## src/hdl/i2cm_regs.svh

```systemverilog
`ifndef I2CM_REGS_SVH
`define I2CM_REGS_SVH
// ==========================================
// register offsets (byte addresses)
`define I2CM_OFS_CTRL 4'h0
`define I2CM_OFS_RXDATA 4'h4
`define I2CM_OFS_STATUS 4'h8
`define I2CM_OFS_TXDATA 4'hc
// ==========================================
// bus_control field positions
`define I2CM_BIT_START 0
`define I2CM_BIT_RESTART 1
`define I2CM_BIT_STOP 2
`define I2CM_BIT_RECV 3
`define I2CM_BIT_ACKGO 4
`define I2CM_BIT_ACKVAL 5
`define I2CM_CTRL_RESET 6'h00
// ==========================================
// status and rxdata field positions
`define I2CM_ST_BUSY 0
`define I2CM_ST_ACKRX 1
`define I2CM_ST_TXGO 2
`define I2CM_ST_CNT_LSB 8
`define I2CM_RX_VALID 8
// ==========================================
// timing: quarter of the serial clock period
`define I2CM_CLK_MHZ 100
`define I2CM_T_QTR_NS 2500
`define I2CM_QTR_CYC ((`I2CM_T_QTR_NS * `I2CM_CLK_MHZ) / 1000)
`endif

```

## src/hdl/i2cm_pkg.sv

```systemverilog
package i2cm_pkg;
  typedef enum logic [2:0] {
    I2CM_S_IDLE,
    I2CM_S_START,
    I2CM_S_RSTART,
    I2CM_S_STOP,
    I2CM_S_RX,
    I2CM_S_ACK,
    I2CM_S_TX
  } i2cm_state_t;
endpackage

```

## src/hdl/i2cm_ctrl.sv

```systemverilog
`timescale 1ns/10ps
// What this block does
// - ack slot drives ack_value_select: 1 gives NACK, 0 gives ACK.
// - ack_sequence_go runs an acknowledge sequence, cleared by hardware at its end.
// - byte_receive_go clocks in one byte, cleared after the eighth bit.
// - stop_sequence_go makes a Stop condition, cleared by hardware when done.
// - restart_sequence_go makes a Repeated Start, cleared by hardware when done.
// - start_sequence_go makes a Start condition, cleared by hardware when done.
`include "i2cm_regs.svh"

// ==========================================
// receive byte fifo
module i2cm_fifo #(
  parameter int WIDTH = 8,
  parameter int DEPTH = 32
) (
  input wire logic clk_sys,
  input wire logic resetn,
  input wire logic [WIDTH-1:0] in_data,
  input wire logic in_valid,
  output logic in_ready,
  output logic [WIDTH-1:0] out_data,
  output logic out_valid,
  input wire logic out_ready,
  output logic [$clog2(DEPTH):0] count
);
  localparam int AW = $clog2(DEPTH);
  logic [WIDTH-1:0] mem [DEPTH];
  logic [AW-1:0] wr_ptr;
  logic [AW-1:0] rd_ptr;
  logic push;
  logic pop;

  assign in_ready = (count != DEPTH[AW:0]);
  assign out_valid = (count != '0);
  assign out_data = mem[rd_ptr];
  assign push = in_valid && in_ready;
  assign pop = out_valid && out_ready;

  always_ff @(posedge clk_sys) begin
    if (push) begin
      mem[wr_ptr] <= in_data;
    end
  end

  always_ff @(posedge clk_sys or negedge resetn) begin
    if (!resetn) begin
      wr_ptr <= '0;
      rd_ptr <= '0;
      count <= '0;
    end else begin
      if (push) begin
        wr_ptr <= (wr_ptr == AW'(DEPTH - 1)) ? '0 : wr_ptr + 1'b1;
      end
      if (pop) begin
        rd_ptr <= (rd_ptr == AW'(DEPTH - 1)) ? '0 : rd_ptr + 1'b1;
      end
      count <= count + (AW + 1)'(push) - (AW + 1)'(pop);
    end
  end
endmodule

// ==========================================
// master sequence controller with avalon slave
module i2cm_ctrl
  import i2cm_pkg::*;
#(
  parameter int FIFO_DEPTH = 32
) (
  input wire logic clk_sys,
  input wire logic resetn,
  input wire logic [3:0] avs_address,
  input wire logic avs_read,
  input wire logic avs_write,
  input wire logic [31:0] avs_writedata,
  input wire logic [3:0] avs_byteenable,
  output logic [31:0] avs_readdata,
  output logic avs_waitrequest,
  input wire logic serial_clock_pin_in,
  output logic serial_clock_pin_out,
  output logic serial_clock_pin_oe,
  input wire logic serial_data_pin_in,
  output logic serial_data_pin_out,
  output logic serial_data_pin_oe
);
  localparam logic [15:0] QTR = 16'(`I2CM_QTR_CYC);
  localparam int CW = $clog2(FIFO_DEPTH) + 1;

  i2cm_state_t state;
  logic [1:0] step;
  logic [3:0] bit_idx;
  logic [15:0] qcnt;
  logic [7:0] rx_shift;
  logic [7:0] tx_shift;
  logic [5:0] ctrl;
  logic tx_go;
  logic ack_received;
  logic scl_s1, scl_s2, sda_s1, sda_s2;
  logic tick, stretch, last_bit, seq_end, hold_full;
  logic next_scl_oe, next_sda_oe;
  logic acc_wr, acc_rd;
  logic fifo_in_ready, fifo_out_valid, fifo_pop;
  logic [7:0] fifo_out_data;
  logic [CW-1:0] fifo_count;

  // ==========================================
  // pin synchronisers
  always_ff @(posedge clk_sys or negedge resetn) begin
    if (!resetn) begin
      scl_s1 <= 1'b1;
      scl_s2 <= 1'b1;
      sda_s1 <= 1'b1;
      sda_s2 <= 1'b1;
    end else begin
      scl_s1 <= serial_clock_pin_in;
      scl_s2 <= scl_s1;
      sda_s1 <= serial_data_pin_in;
      sda_s2 <= sda_s1;
    end
  end

  // ==========================================
  // quarter-period timing, held while a slave stretches the clock
  assign stretch = !serial_clock_pin_oe && !scl_s2;
  assign tick = (state != I2CM_S_IDLE) && (qcnt == QTR - 16'd1) && !stretch;

  always_ff @(posedge clk_sys or negedge resetn) begin
    if (!resetn) begin
      qcnt <= '0;
    end else if (state == I2CM_S_IDLE || tick) begin
      qcnt <= '0;
    end else if (!stretch) begin
      qcnt <= qcnt + 16'd1;
    end
  end

  // ==========================================
  // sequence engine
  always_comb begin
    case (state)
      I2CM_S_RX: last_bit = (bit_idx == 4'd7);
      I2CM_S_TX: last_bit = (bit_idx == 4'd8);
      default: last_bit = 1'b1;
    endcase
  end

  // a full fifo holds the clock low in step 3 of whichever bit is being received
  assign hold_full = (state == I2CM_S_RX) && !fifo_in_ready;
  assign seq_end = tick && (step == 2'd3) && last_bit && !hold_full;

  always_ff @(posedge clk_sys or negedge resetn) begin
    if (!resetn) begin
      state <= I2CM_S_IDLE;
      step <= 2'd0;
      bit_idx <= 4'd0;
    end else begin
      case (state)
        I2CM_S_IDLE: begin
          step <= 2'd0;
          bit_idx <= 4'd0;
          if (ctrl[`I2CM_BIT_START]) begin
            state <= I2CM_S_START;
          end else if (ctrl[`I2CM_BIT_RESTART]) begin
            state <= I2CM_S_RSTART;
          end else if (ctrl[`I2CM_BIT_STOP]) begin
            state <= I2CM_S_STOP;
          end else if (ctrl[`I2CM_BIT_ACKGO]) begin
            state <= I2CM_S_ACK;
          end else if (ctrl[`I2CM_BIT_RECV]) begin
            state <= I2CM_S_RX;
          end else if (tx_go) begin
            state <= I2CM_S_TX;
          end
        end
        default: begin
          if (seq_end) begin
            state <= I2CM_S_IDLE;
          end else if (tick && !(step == 2'd3 && hold_full)) begin
            step <= step + 2'd1;
            if (step == 2'd3) begin
              bit_idx <= bit_idx + 4'd1;
            end
          end
        end
      endcase
    end
  end

  // ==========================================
  // pin levels per state and quarter step
  always_comb begin
    next_scl_oe = serial_clock_pin_oe;
    next_sda_oe = serial_data_pin_oe;
    case (state)
      I2CM_S_START: begin
        next_scl_oe = (step == 2'd3);
        next_sda_oe = (step != 2'd0);
      end
      I2CM_S_RSTART: begin
        next_scl_oe = (step == 2'd0) || (step == 2'd3);
        next_sda_oe = (step >= 2'd2);
      end
      I2CM_S_STOP: begin
        next_scl_oe = (step == 2'd0);
        next_sda_oe = (step <= 2'd1);
      end
      I2CM_S_RX, I2CM_S_ACK, I2CM_S_TX: begin
        next_scl_oe = (step == 2'd0) || (step == 2'd3);
        if (state == I2CM_S_ACK) begin
          next_sda_oe = !ctrl[`I2CM_BIT_ACKVAL];
        end else if (state == I2CM_S_TX && bit_idx != 4'd8) begin
          next_sda_oe = !tx_shift[7];
        end else begin
          next_sda_oe = 1'b0;
        end
      end
      default: begin
      end
    endcase
  end

  always_ff @(posedge clk_sys or negedge resetn) begin
    if (!resetn) begin
      serial_clock_pin_oe <= 1'b0;
      serial_data_pin_oe <= 1'b0;
      serial_clock_pin_out <= 1'b0;
      serial_data_pin_out <= 1'b0;
    end else begin
      serial_clock_pin_oe <= next_scl_oe;
      serial_data_pin_oe <= next_sda_oe;
      serial_clock_pin_out <= 1'b0;
      serial_data_pin_out <= 1'b0;
    end
  end

  // ==========================================
  // data sampling in the high half of each bit
  always_ff @(posedge clk_sys or negedge resetn) begin
    if (!resetn) begin
      rx_shift <= 8'h00;
      ack_received <= 1'b0;
    end else if (tick && step == 2'd2) begin
      if (state == I2CM_S_RX) begin
        rx_shift <= {rx_shift[6:0], sda_s2};
      end else if (state == I2CM_S_TX && bit_idx == 4'd8) begin
        ack_received <= !sda_s2;
      end
    end
  end

  // ==========================================
  // avalon handshake: request taken on the second edge
  assign acc_wr = avs_write && !avs_waitrequest;
  assign acc_rd = avs_read && !avs_waitrequest;
  assign fifo_pop = acc_rd && (avs_address == `I2CM_OFS_RXDATA);

  always_ff @(posedge clk_sys or negedge resetn) begin
    if (!resetn) begin
      avs_waitrequest <= 1'b1;
    end else begin
      avs_waitrequest <= !((avs_read || avs_write) && avs_waitrequest);
    end
  end

  always_ff @(posedge clk_sys or negedge resetn) begin
    if (!resetn) begin
      avs_readdata <= 32'h0000_0000;
    end else if (avs_read && avs_waitrequest) begin
      case (avs_address)
        `I2CM_OFS_CTRL: avs_readdata <= {26'h0, ctrl};
        `I2CM_OFS_RXDATA: avs_readdata <= {23'h0, fifo_out_valid, fifo_out_data};
        `I2CM_OFS_STATUS: avs_readdata <= {(24 - CW)'(0), fifo_count, 5'h00, tx_go, ack_received,
                                           state != I2CM_S_IDLE};
        `I2CM_OFS_TXDATA: avs_readdata <= {24'h0, tx_shift};
        default: avs_readdata <= 32'h0000_0000;
      endcase
    end
  end

  // ==========================================
  // command bits: hardware clears at sequence end, a ctrl write with byteenable[0] in that same cycle wins
  always_ff @(posedge clk_sys or negedge resetn) begin
    if (!resetn) begin
      ctrl <= `I2CM_CTRL_RESET;
    end else begin
      if (seq_end) begin
        case (state)
          I2CM_S_START: ctrl[`I2CM_BIT_START] <= 1'b0;
          I2CM_S_RSTART: ctrl[`I2CM_BIT_RESTART] <= 1'b0;
          I2CM_S_STOP: ctrl[`I2CM_BIT_STOP] <= 1'b0;
          I2CM_S_ACK: ctrl[`I2CM_BIT_ACKGO] <= 1'b0;
          I2CM_S_RX: ctrl[`I2CM_BIT_RECV] <= 1'b0;
          default: begin
          end
        endcase
      end
      if (acc_wr && avs_address == `I2CM_OFS_CTRL && avs_byteenable[0]) begin
        ctrl[`I2CM_BIT_ACKVAL] <= avs_writedata[`I2CM_BIT_ACKVAL];
        ctrl[4:0] <= ctrl[4:0] | avs_writedata[4:0];
      end
    end
  end

  always_ff @(posedge clk_sys or negedge resetn) begin
    if (!resetn) begin
      tx_go <= 1'b0;
      tx_shift <= 8'h00;
    end else begin
      if (seq_end && state == I2CM_S_TX) begin
        tx_go <= 1'b0;
      end else if (state == I2CM_S_TX && tick && step == 2'd3) begin
        tx_shift <= {tx_shift[6:0], 1'b0};
      end
      if (acc_wr && avs_address == `I2CM_OFS_TXDATA && avs_byteenable[0] && state == I2CM_S_IDLE) begin
        tx_go <= 1'b1;
        tx_shift <= avs_writedata[7:0];
      end
    end
  end

  i2cm_fifo #(
    .WIDTH(8),
    .DEPTH(FIFO_DEPTH)
  ) u_rx_fifo (
    .clk_sys(clk_sys),
    .resetn(resetn),
    .in_data(rx_shift),
    .in_valid(seq_end && state == I2CM_S_RX),
    .in_ready(fifo_in_ready),
    .out_data(fifo_out_data),
    .out_valid(fifo_out_valid),
    .out_ready(fifo_pop),
    .count(fifo_count)
  );
endmodule

```

## config.mk

```make
export PLATFORM = sky130hd
export DESIGN_NAME = i2cm_ctrl
export DESIGN_NICKNAME = d
export VERILOG_FILES = /design/src/hdl/i2cm_pkg.sv /design/src/hdl/i2cm_ctrl.sv
export VERILOG_INCLUDE_DIRS = /design/src /design/src/hdl
export SDC_FILE = /design/constraint.sdc
export NUM_CORES = 1
export LEC_CHECK = 0
export ABC_AREA = 1
export ABC_CLOCK_PERIOD_IN_PS = 3130
export BUFFER_PORTS_ARGS = -buffer_cell sky130_fd_sc_hd__buf_2
export CORE_UTILIZATION = 32
export CTS_BUF_LIST = sky130_fd_sc_hd__clkbuf_8
export DETAILED_ROUTE_END_ITERATION = 10
export GPL_ROUTABILITY_DRIVEN = 0
export RECOVER_POWER = 100
export REMOVE_ABC_BUFFERS = 1
export SKIP_CTS_REPAIR_TIMING = 1
export SLEW_MARGIN = 20
export SYNTH_ARGS = -nofsm -noshare
export SYNTH_HDL_FRONTEND = slang
export SYNTH_HIERARCHICAL = 1
export SYNTH_SLANG_ARGS = --single-unit
export TNS_END_PERCENT = 100
```

## constraint.sdc

```tcl
create_clock -name clk_sys -period 3.13 [get_ports clk_sys]
set_input_delay 0.626 -clock clk_sys [delete_from_list [all_inputs] [get_ports clk_sys]]
set_output_delay 0.626 -clock clk_sys [all_outputs]
set_load 0.01 [all_outputs]
```

### Word level (Yosys, flattened, before mapping)

Memories as Yosys holds them, arrays and structs flattened.
Index checks and enable logic that the tools add are counted.
W data, S select, Z words.

| word-level totals | value |
|---|---|
| flip-flop bits (word level) | 104 |
| bits in writable memories | 256 |
| input bits | 46 |
| output and inout bits | 37 |
| word-level logic and storage cells | 172 |
| memories kept | 1 |

| operators by class | value |
|---|---|
| add/subtract/negate cells | 7 |
| $lt $le $gt $ge | 2 |
| equality and inequality tests | 22 |
| muxes and demuxes | 39 |
| bitwise operators | 2 |
| reduce and logical (&&, ||, !) cells | 74 |

Memories:

| name | words | bits a word | rd ports | clocked after Yosys merged registers in | write ports | RTL line | RTL |
|---|---|---|---|---|---|---|---|
| u_rx_fifo.mem | 32 | 8 | 1 | 0 | 1 | i2cm_ctrl.sv:28 | `logic [WIDTH-1:0] mem [DEPTH];` |

Operator list:

| kind | count |
|---|---|
| $pmux W14 S4 | 1 |
| $mux W16 | 2 |
| $logic_and A1 B1 Y1 | 28 |
| $mux W3 | 8 |
| $mux W8 | 3 |
| $reduce_bool A2 Y1 | 12 |
| $mux W5 | 4 |
| $reduce_and A2 Y1 | 9 |
| $add A16 B1 Y16 const B | 1 |
| $eq A16 B8 Y1 const B | 1 |
| $mux W4 | 4 |
| $eq A4 B4 Y1 const B | 3 |
| $logic_not A1 Y1 | 11 |
| $mux W1 | 11 |
| $add A5 B1 Y5 const B | 2 |
| $eq A5 B5 Y1 const B | 2 |
| $eq A3 B3 Y1 const B | 3 |
| $eq A4 B3 Y1 const B | 2 |
| $ne A7 B7 Y1 const B | 1 |
| $add A6 B1 Y6 | 1 |
| $eq A3 B2 Y1 const B | 2 |
| $mux W2 | 3 |
| $ne A2 B1 Y1 const B | 3 |
| $ne A6 B6 Y1 const B | 1 |
| 23 further kinds | 28 |

### Depth between registers and ports, before layout

| depth | value |
|---|---|
| depth after elaboration | 11 |
| depth in mapped cells | 18 |
| depth with buffers taken out | 18 |

### Modules after synthesis

Netlist, hierarchy kept.

By module, submodules not included:

| module | instances | cells an instance | area each (um^2) | sequential area each (um^2) |
|---|---|---|---|---|
| i2cm_fifo | 1 | 1237 | 12323.1 | 8087.8 |
| i2cm_ctrl | 1 | 538 | 4087.7 | 1757.9 |

### Least setup slack after synthesis

Ideal clock, no wire load.

| path | value |
|---|---|
| path type | reg-to-reg |
| start | register scl_s2 |
| end | register u_rx_fifo.count[4] |
| library setup time | 0.079 ns |
| arrival time | 2.808 ns |
| required time | 3.051 ns |
| path slack | 0.243 ns |
| stages on the path, launching flop included | 18 |
| buffers on the path | 0 |
| period minus slack after synthesis | 2.887 ns |
| cells stage by stage | dfstp_2 inv_1 nand2_1 nand3_1 inv_1 nand3_4 nor2_4 nand2_4 nor2_4 nand2_2 ha_1 inv_1 ha_1 fa_1 a21oi_1 nor2_1 nor2_1 xor2_1 |

| between the ends | value |
|---|---|
| longest elaborated chain between the ends | 11 |

RTL lines:

| what | RTL line | RTL |
|---|---|---|
| from (decl) | i2cm_ctrl.sv:98 | `logic scl_s1, scl_s2, sda_s1, sda_s2;` |
| from (signal assigned) | i2cm_ctrl.sv:116 | `scl_s2 <= scl_s1;` |
| $logic_not A1 Y1 | i2cm_ctrl.sv:124 | `assign stretch = !serial_clock_pin_oe && !scl_s2;` |
| $logic_and A1 B1 Y1 | i2cm_ctrl.sv:124 |  |
| $logic_not A1 Y1 | n/a |  |
| $logic_and A1 B1 Y1 | i2cm_ctrl.sv:125 | `assign tick = (state != I2CM_S_IDLE) && (qcnt == QTR - 16'd1) && !stretch;` |
| $logic_and A1 B1 Y1 (3 in series) | i2cm_ctrl.sv:149 | `assign seq_end = tick && (step == 2'd3) && last_bit && !hold_full;` |
| $logic_and A1 B1 Y1 | i2cm_ctrl.sv:328 | `.in_valid(seq_end && state == I2CM_S_RX),` |
| $logic_and A1 B1 Y1 | i2cm_ctrl.sv:37 | `assign push = in_valid && in_ready;` |
| $add A6 B1 Y6 | i2cm_ctrl.sv:58 | `count <= count + (AW + 1)'(push) - (AW + 1)'(pop);` |
| $sub A6 B1 Y6 | i2cm_ctrl.sv:58 |  |
| to (signal assigned) | i2cm_ctrl.sv:58 |  |
| to (decl) | i2cm_ctrl.sv:25 | `output logic [$clog2(DEPTH):0] count` |

No other way between the ends.
A chain may end at the register's enable or synchronous reset.

### Final worst setup path

| path | value |
|---|---|
| start | register u_rx_fifo.count[2] |
| end | register u_rx_fifo.count[4] |

| between the ends | value |
|---|---|
| longest elaborated chain between the ends | 9 |
| elaborated cells on any way between the ends | 11 |
| those cells by class | add/sub: 2; eq/ne: 1; reduce/logical: 8 |

RTL lines:

| what | RTL line | RTL |
|---|---|---|
| $ne A6 B6 Y1 * | i2cm_ctrl.sv:34 | `assign in_ready = (count != DEPTH[AW:0]);` |
| named net fifo_in_ready | i2cm_ctrl.sv:102 | `logic fifo_in_ready, fifo_out_valid, fifo_pop;` |
| $logic_not A1 Y1 | i2cm_ctrl.sv:148 | `assign hold_full = (state == I2CM_S_RX) && !fifo_in_ready;` |
| $logic_and A1 B1 Y1 | i2cm_ctrl.sv:148 |  |
| $logic_not A1 Y1 | i2cm_ctrl.sv:149 |  |
| $logic_and A1 B1 Y1 | i2cm_ctrl.sv:149 |  |
| $logic_and A1 B1 Y1 | i2cm_ctrl.sv:328 |  |
| $logic_and A1 B1 Y1 * | i2cm_ctrl.sv:37 |  |
| $add A6 B1 Y6 * | i2cm_ctrl.sv:58 |  |
| $sub A6 B1 Y6 * | i2cm_ctrl.sv:58 |  |

The timed path passes the listed nets; every way through them passes the cells marked *.

==> flow_summary.toml <==
[run_status]
outcome = "finished, violations left"
violations = "capacitance limit, slew limit"

[sta]
skew_ps = 43.7
fin_crit_sh_pct = 92.2
hold_viol = 0
timing.fmax_mhz = 346
worst_pin_slew_ps = 1930
finalWorstSetupSlack_ps = 244
slew_viol_final = 247
slew_headroom_pct = -28.4
final.min_clock_period_ps = 2890
setup_viol = 0

[synth]
syn_avg_cell_area_um2 = 9.25
synth_flop_cell = "edfxtp_1"
yosysSeqAreaShare_pct = 60.0
yosys_warnings = 6
ys_ff_latch = 342
synth-edff-count = 256
yosysUniqueCellTypes = 51
async_flop_share_pct = 25.1
synth_area_um2 = 16400
synth_cells = 1775

[finish]
mostFrequentLayoutCells = "553 x nand2_1, 306 x inv_1, 256 x edfxtp_1"
diodes = 0
final_cells = 2595
nets = 1946
final_common_cell = "nand2_1"
drive_above_1_share_pct = 11.8
fin_area_um2 = 18700
syn_to_final_growth_pct = 14.0

[global_route]
grt_pass1_wl_mm = 59.9
grt_max_degree = 77
grt_antenna_before_repair = 0
gr-usage-all-layers_pct = 14.4
grt_pass1_vias = 11300
grt-ovfl-total = 0

[power]
power_density_nw_per_um2 = 643
peakVddDrop_mv = 0.257
p_leak_nw = 8.64
total_power_mw = 12.0

[placement]
io_buffers = 35
place_inst = 2487
post_dp_cell_area_um2 = 17600
hpwl_mm = 24.2
pre_cts_ws_ps = 97.0

[worst_setup_path]
worstPathArrival_ps = 3410
timing.rr.end = "u_rx_fifo/count[4]$_DFF_PN0_"
required_ps = 3650
crit_path_start_kind = "register"
reg2reg_from = "u_rx_fifo/count[2]$_DFF_PN0_"
reg2reg_depth = 16
worst_setup_path_end_kind = "register"
path_class = "register to register"
slowest_delay_ps = 390
rrSetupSlack_ps = 240
crit_chain = "inv_1 -> ha_1 -> nand4_1 -> nor2_1 -> nor2_2 -> nand2_4 -> nor2_4 -> nand2_2 -> ha_1 -> inv_1 -> ha_1 -> fa_2 -> a21oi_1 -> nor2_1 -> nor2_1 -> xor2_1"
crit_fanout = 3
worst_path_max_delay_cell = "fa_2"

[clock_tree]
numCtsBuffers = 56
cts.sinks = 342
clock_latency_ps = 610
cts_buffer_depth = 3
cts_max_level = 2
path_clk_slew_ps = 60
root_buffer = "clkbuf_8"
cts_tree = "built"

[routing]
antenna_left = 0
via_per_inst = 4.51
vias = 11700
drtIter0Drc = 716
drt-total-wl_mm = 37.6
drc = 0
wl_per_cell_um = 14.5
dr.pass1.iters = 5

[worst_hold_path]
hp-class = "input port to register"
min_delay_path_depth = 1
worstHoldStart = "serial_data_pin_in"
worstHoldEndpoint = "sda_s1$_DFF_PN1_"

[floorplanning]
die_area_um2 = 52200
ios = 83
die_height_um = 228
die_x_um = 228
core_um2 = 50400
rows = 82
start_util_pct = 32.6

[job]
maxCapViolCount = 6
-- worst max-delay path: cells and delay by family, from the launching register on --
family          cells  cell delay [ps]
compound gates      1              130
xor+xnor            1              160
fa+ha+maj           4             1120
buf+inv             2              110
flops               1              370
simple gates        8              900
-- cells in the mapped netlist, types with 7 or more instances --
| master | count | area (µm²) |
|---|---|---|
| o21ai_2 | 8 | 70.1 |
| a21oi_1 | 11 | 55.1 |
| or2_1 | 23 | 144 |
| buf_2 | 28 | 140 |
| o21ai_1 | 13 | 65.1 |
| nand2_2 | 7 | 43.8 |
| nor2_1 | 90 | 338 |
| edfxtp_1 | 256 | 7690 |
| nand2_1 | 552 | 2070 |
| dfrtp_1 | 81 | 2030 |
| inv_1 | 290 | 1090 |
| o21ai_0 | 47 | 235 |
| buf_6 | 7 | 78.8 |
| buf_4 | 28 | 210 |
| ha_1 | 24 | 300 |
| clkbuf_1 | 12 | 45.0 |
| nor3_1 | 19 | 95.1 |
| nand4_1 | 9 | 56.3 |
| nand3_1 | 199 | 996 |
-- routing by layer --
metal  GRT usage [%]  share of wire [%]  wire length [µm]
met3            2.20                5.2              1960
met4            5.10                2.8              1060
met2            23.6                 47             17500
met5               0                  0                 0
met1            19.2                 45             17100
-- report_power, final --
group	switching [mW]	internal, mW	total (mW)
Sequential	0.215	4.98	5.19
Combinational	1.93	0.930	2.86
Clock	1.79	2.18	3.97
Total	3.94	8.09	12.0
-- logic make-up (layout without fill, tap and decap cells) --
logic type | count (synthesis) | in the layout | share of synthesized area (%)
xor gates and xnor gates | 7 | 7 | 0.374
other | 1 | 20 | 0.0229
DFF | 342 | 342 | 60.0
adders and majority gates | 25 | 25 | 1.95
buffers and inverters | 380 | 509 | 9.90
and+or+nand+nor | 926 | 926 | 24.4
AOI/OAI and AO/OA | 94 | 94 | 3.33
-- flip-flops by register name (all words and copies together) (netlist names), 2 cells and up --
name,flops
tx_shift,8
state,3
u_rx_fifo/count,6
u_rx_fifo/wr_ptr,5
step,2
ctrl,6
bit_idx,4
u_rx_fifo/rd_ptr,5
rx_shift,8
avs_readdata,14
qcnt,16
u_rx_fifo/mem,256
-- metrics by stage --
step | util, % | hold WS [ps] | setup TNS (ps)
final | 37.1 | 121 | 0
after global routing | 37.1 | 96.5 | -25.8
after CTS | 37.2 | 80.7 | 0
after detailed placement | 34.8 | 352 | 0
after global placement | 34.8 | 351 | 0
after floorplan | - | 330 | -14310
-- how the worst max path moves through the flow --
stage / to / start / slack, ps
floorplan: avs_readdata[6]$_DFFE_PN0P_ / u_rx_fifo/rd_ptr[0]$_DFFE_PN0P_ / -1440
global placement: u_rx_fifo/count[4]$_DFF_PN0_ / qcnt[1]$_DFFE_PN0P_ / 140
detailed placement: u_rx_fifo/count[4]$_DFF_PN0_ / qcnt[1]$_DFFE_PN0P_ / 100
CTS: u_rx_fifo/count[4]$_DFF_PN0_ / qcnt[1]$_DFFE_PN0P_ / 70
global route: u_rx_fifo/count[4]$_DFF_PN0_ / qcnt[3]$_DFFE_PN0P_ / -30
finish: u_rx_fifo/count[4]$_DFF_PN0_ / u_rx_fifo/count[2]$_DFF_PN0_ / 240
-- cell type report --
cell class                      instances  area (µm²)
Sequential cell                       342        9850
Inverter                              302        1140
Clock buffer                           66         908
Tap cell                              672         841
Clock inverter                         40         260
Timing Repair Buffer                  101         687
Multi-Input combinational cell       1072        5020
Fill cell                            5026       31700
Note: power is estimated with default switching activity, not from simulation.
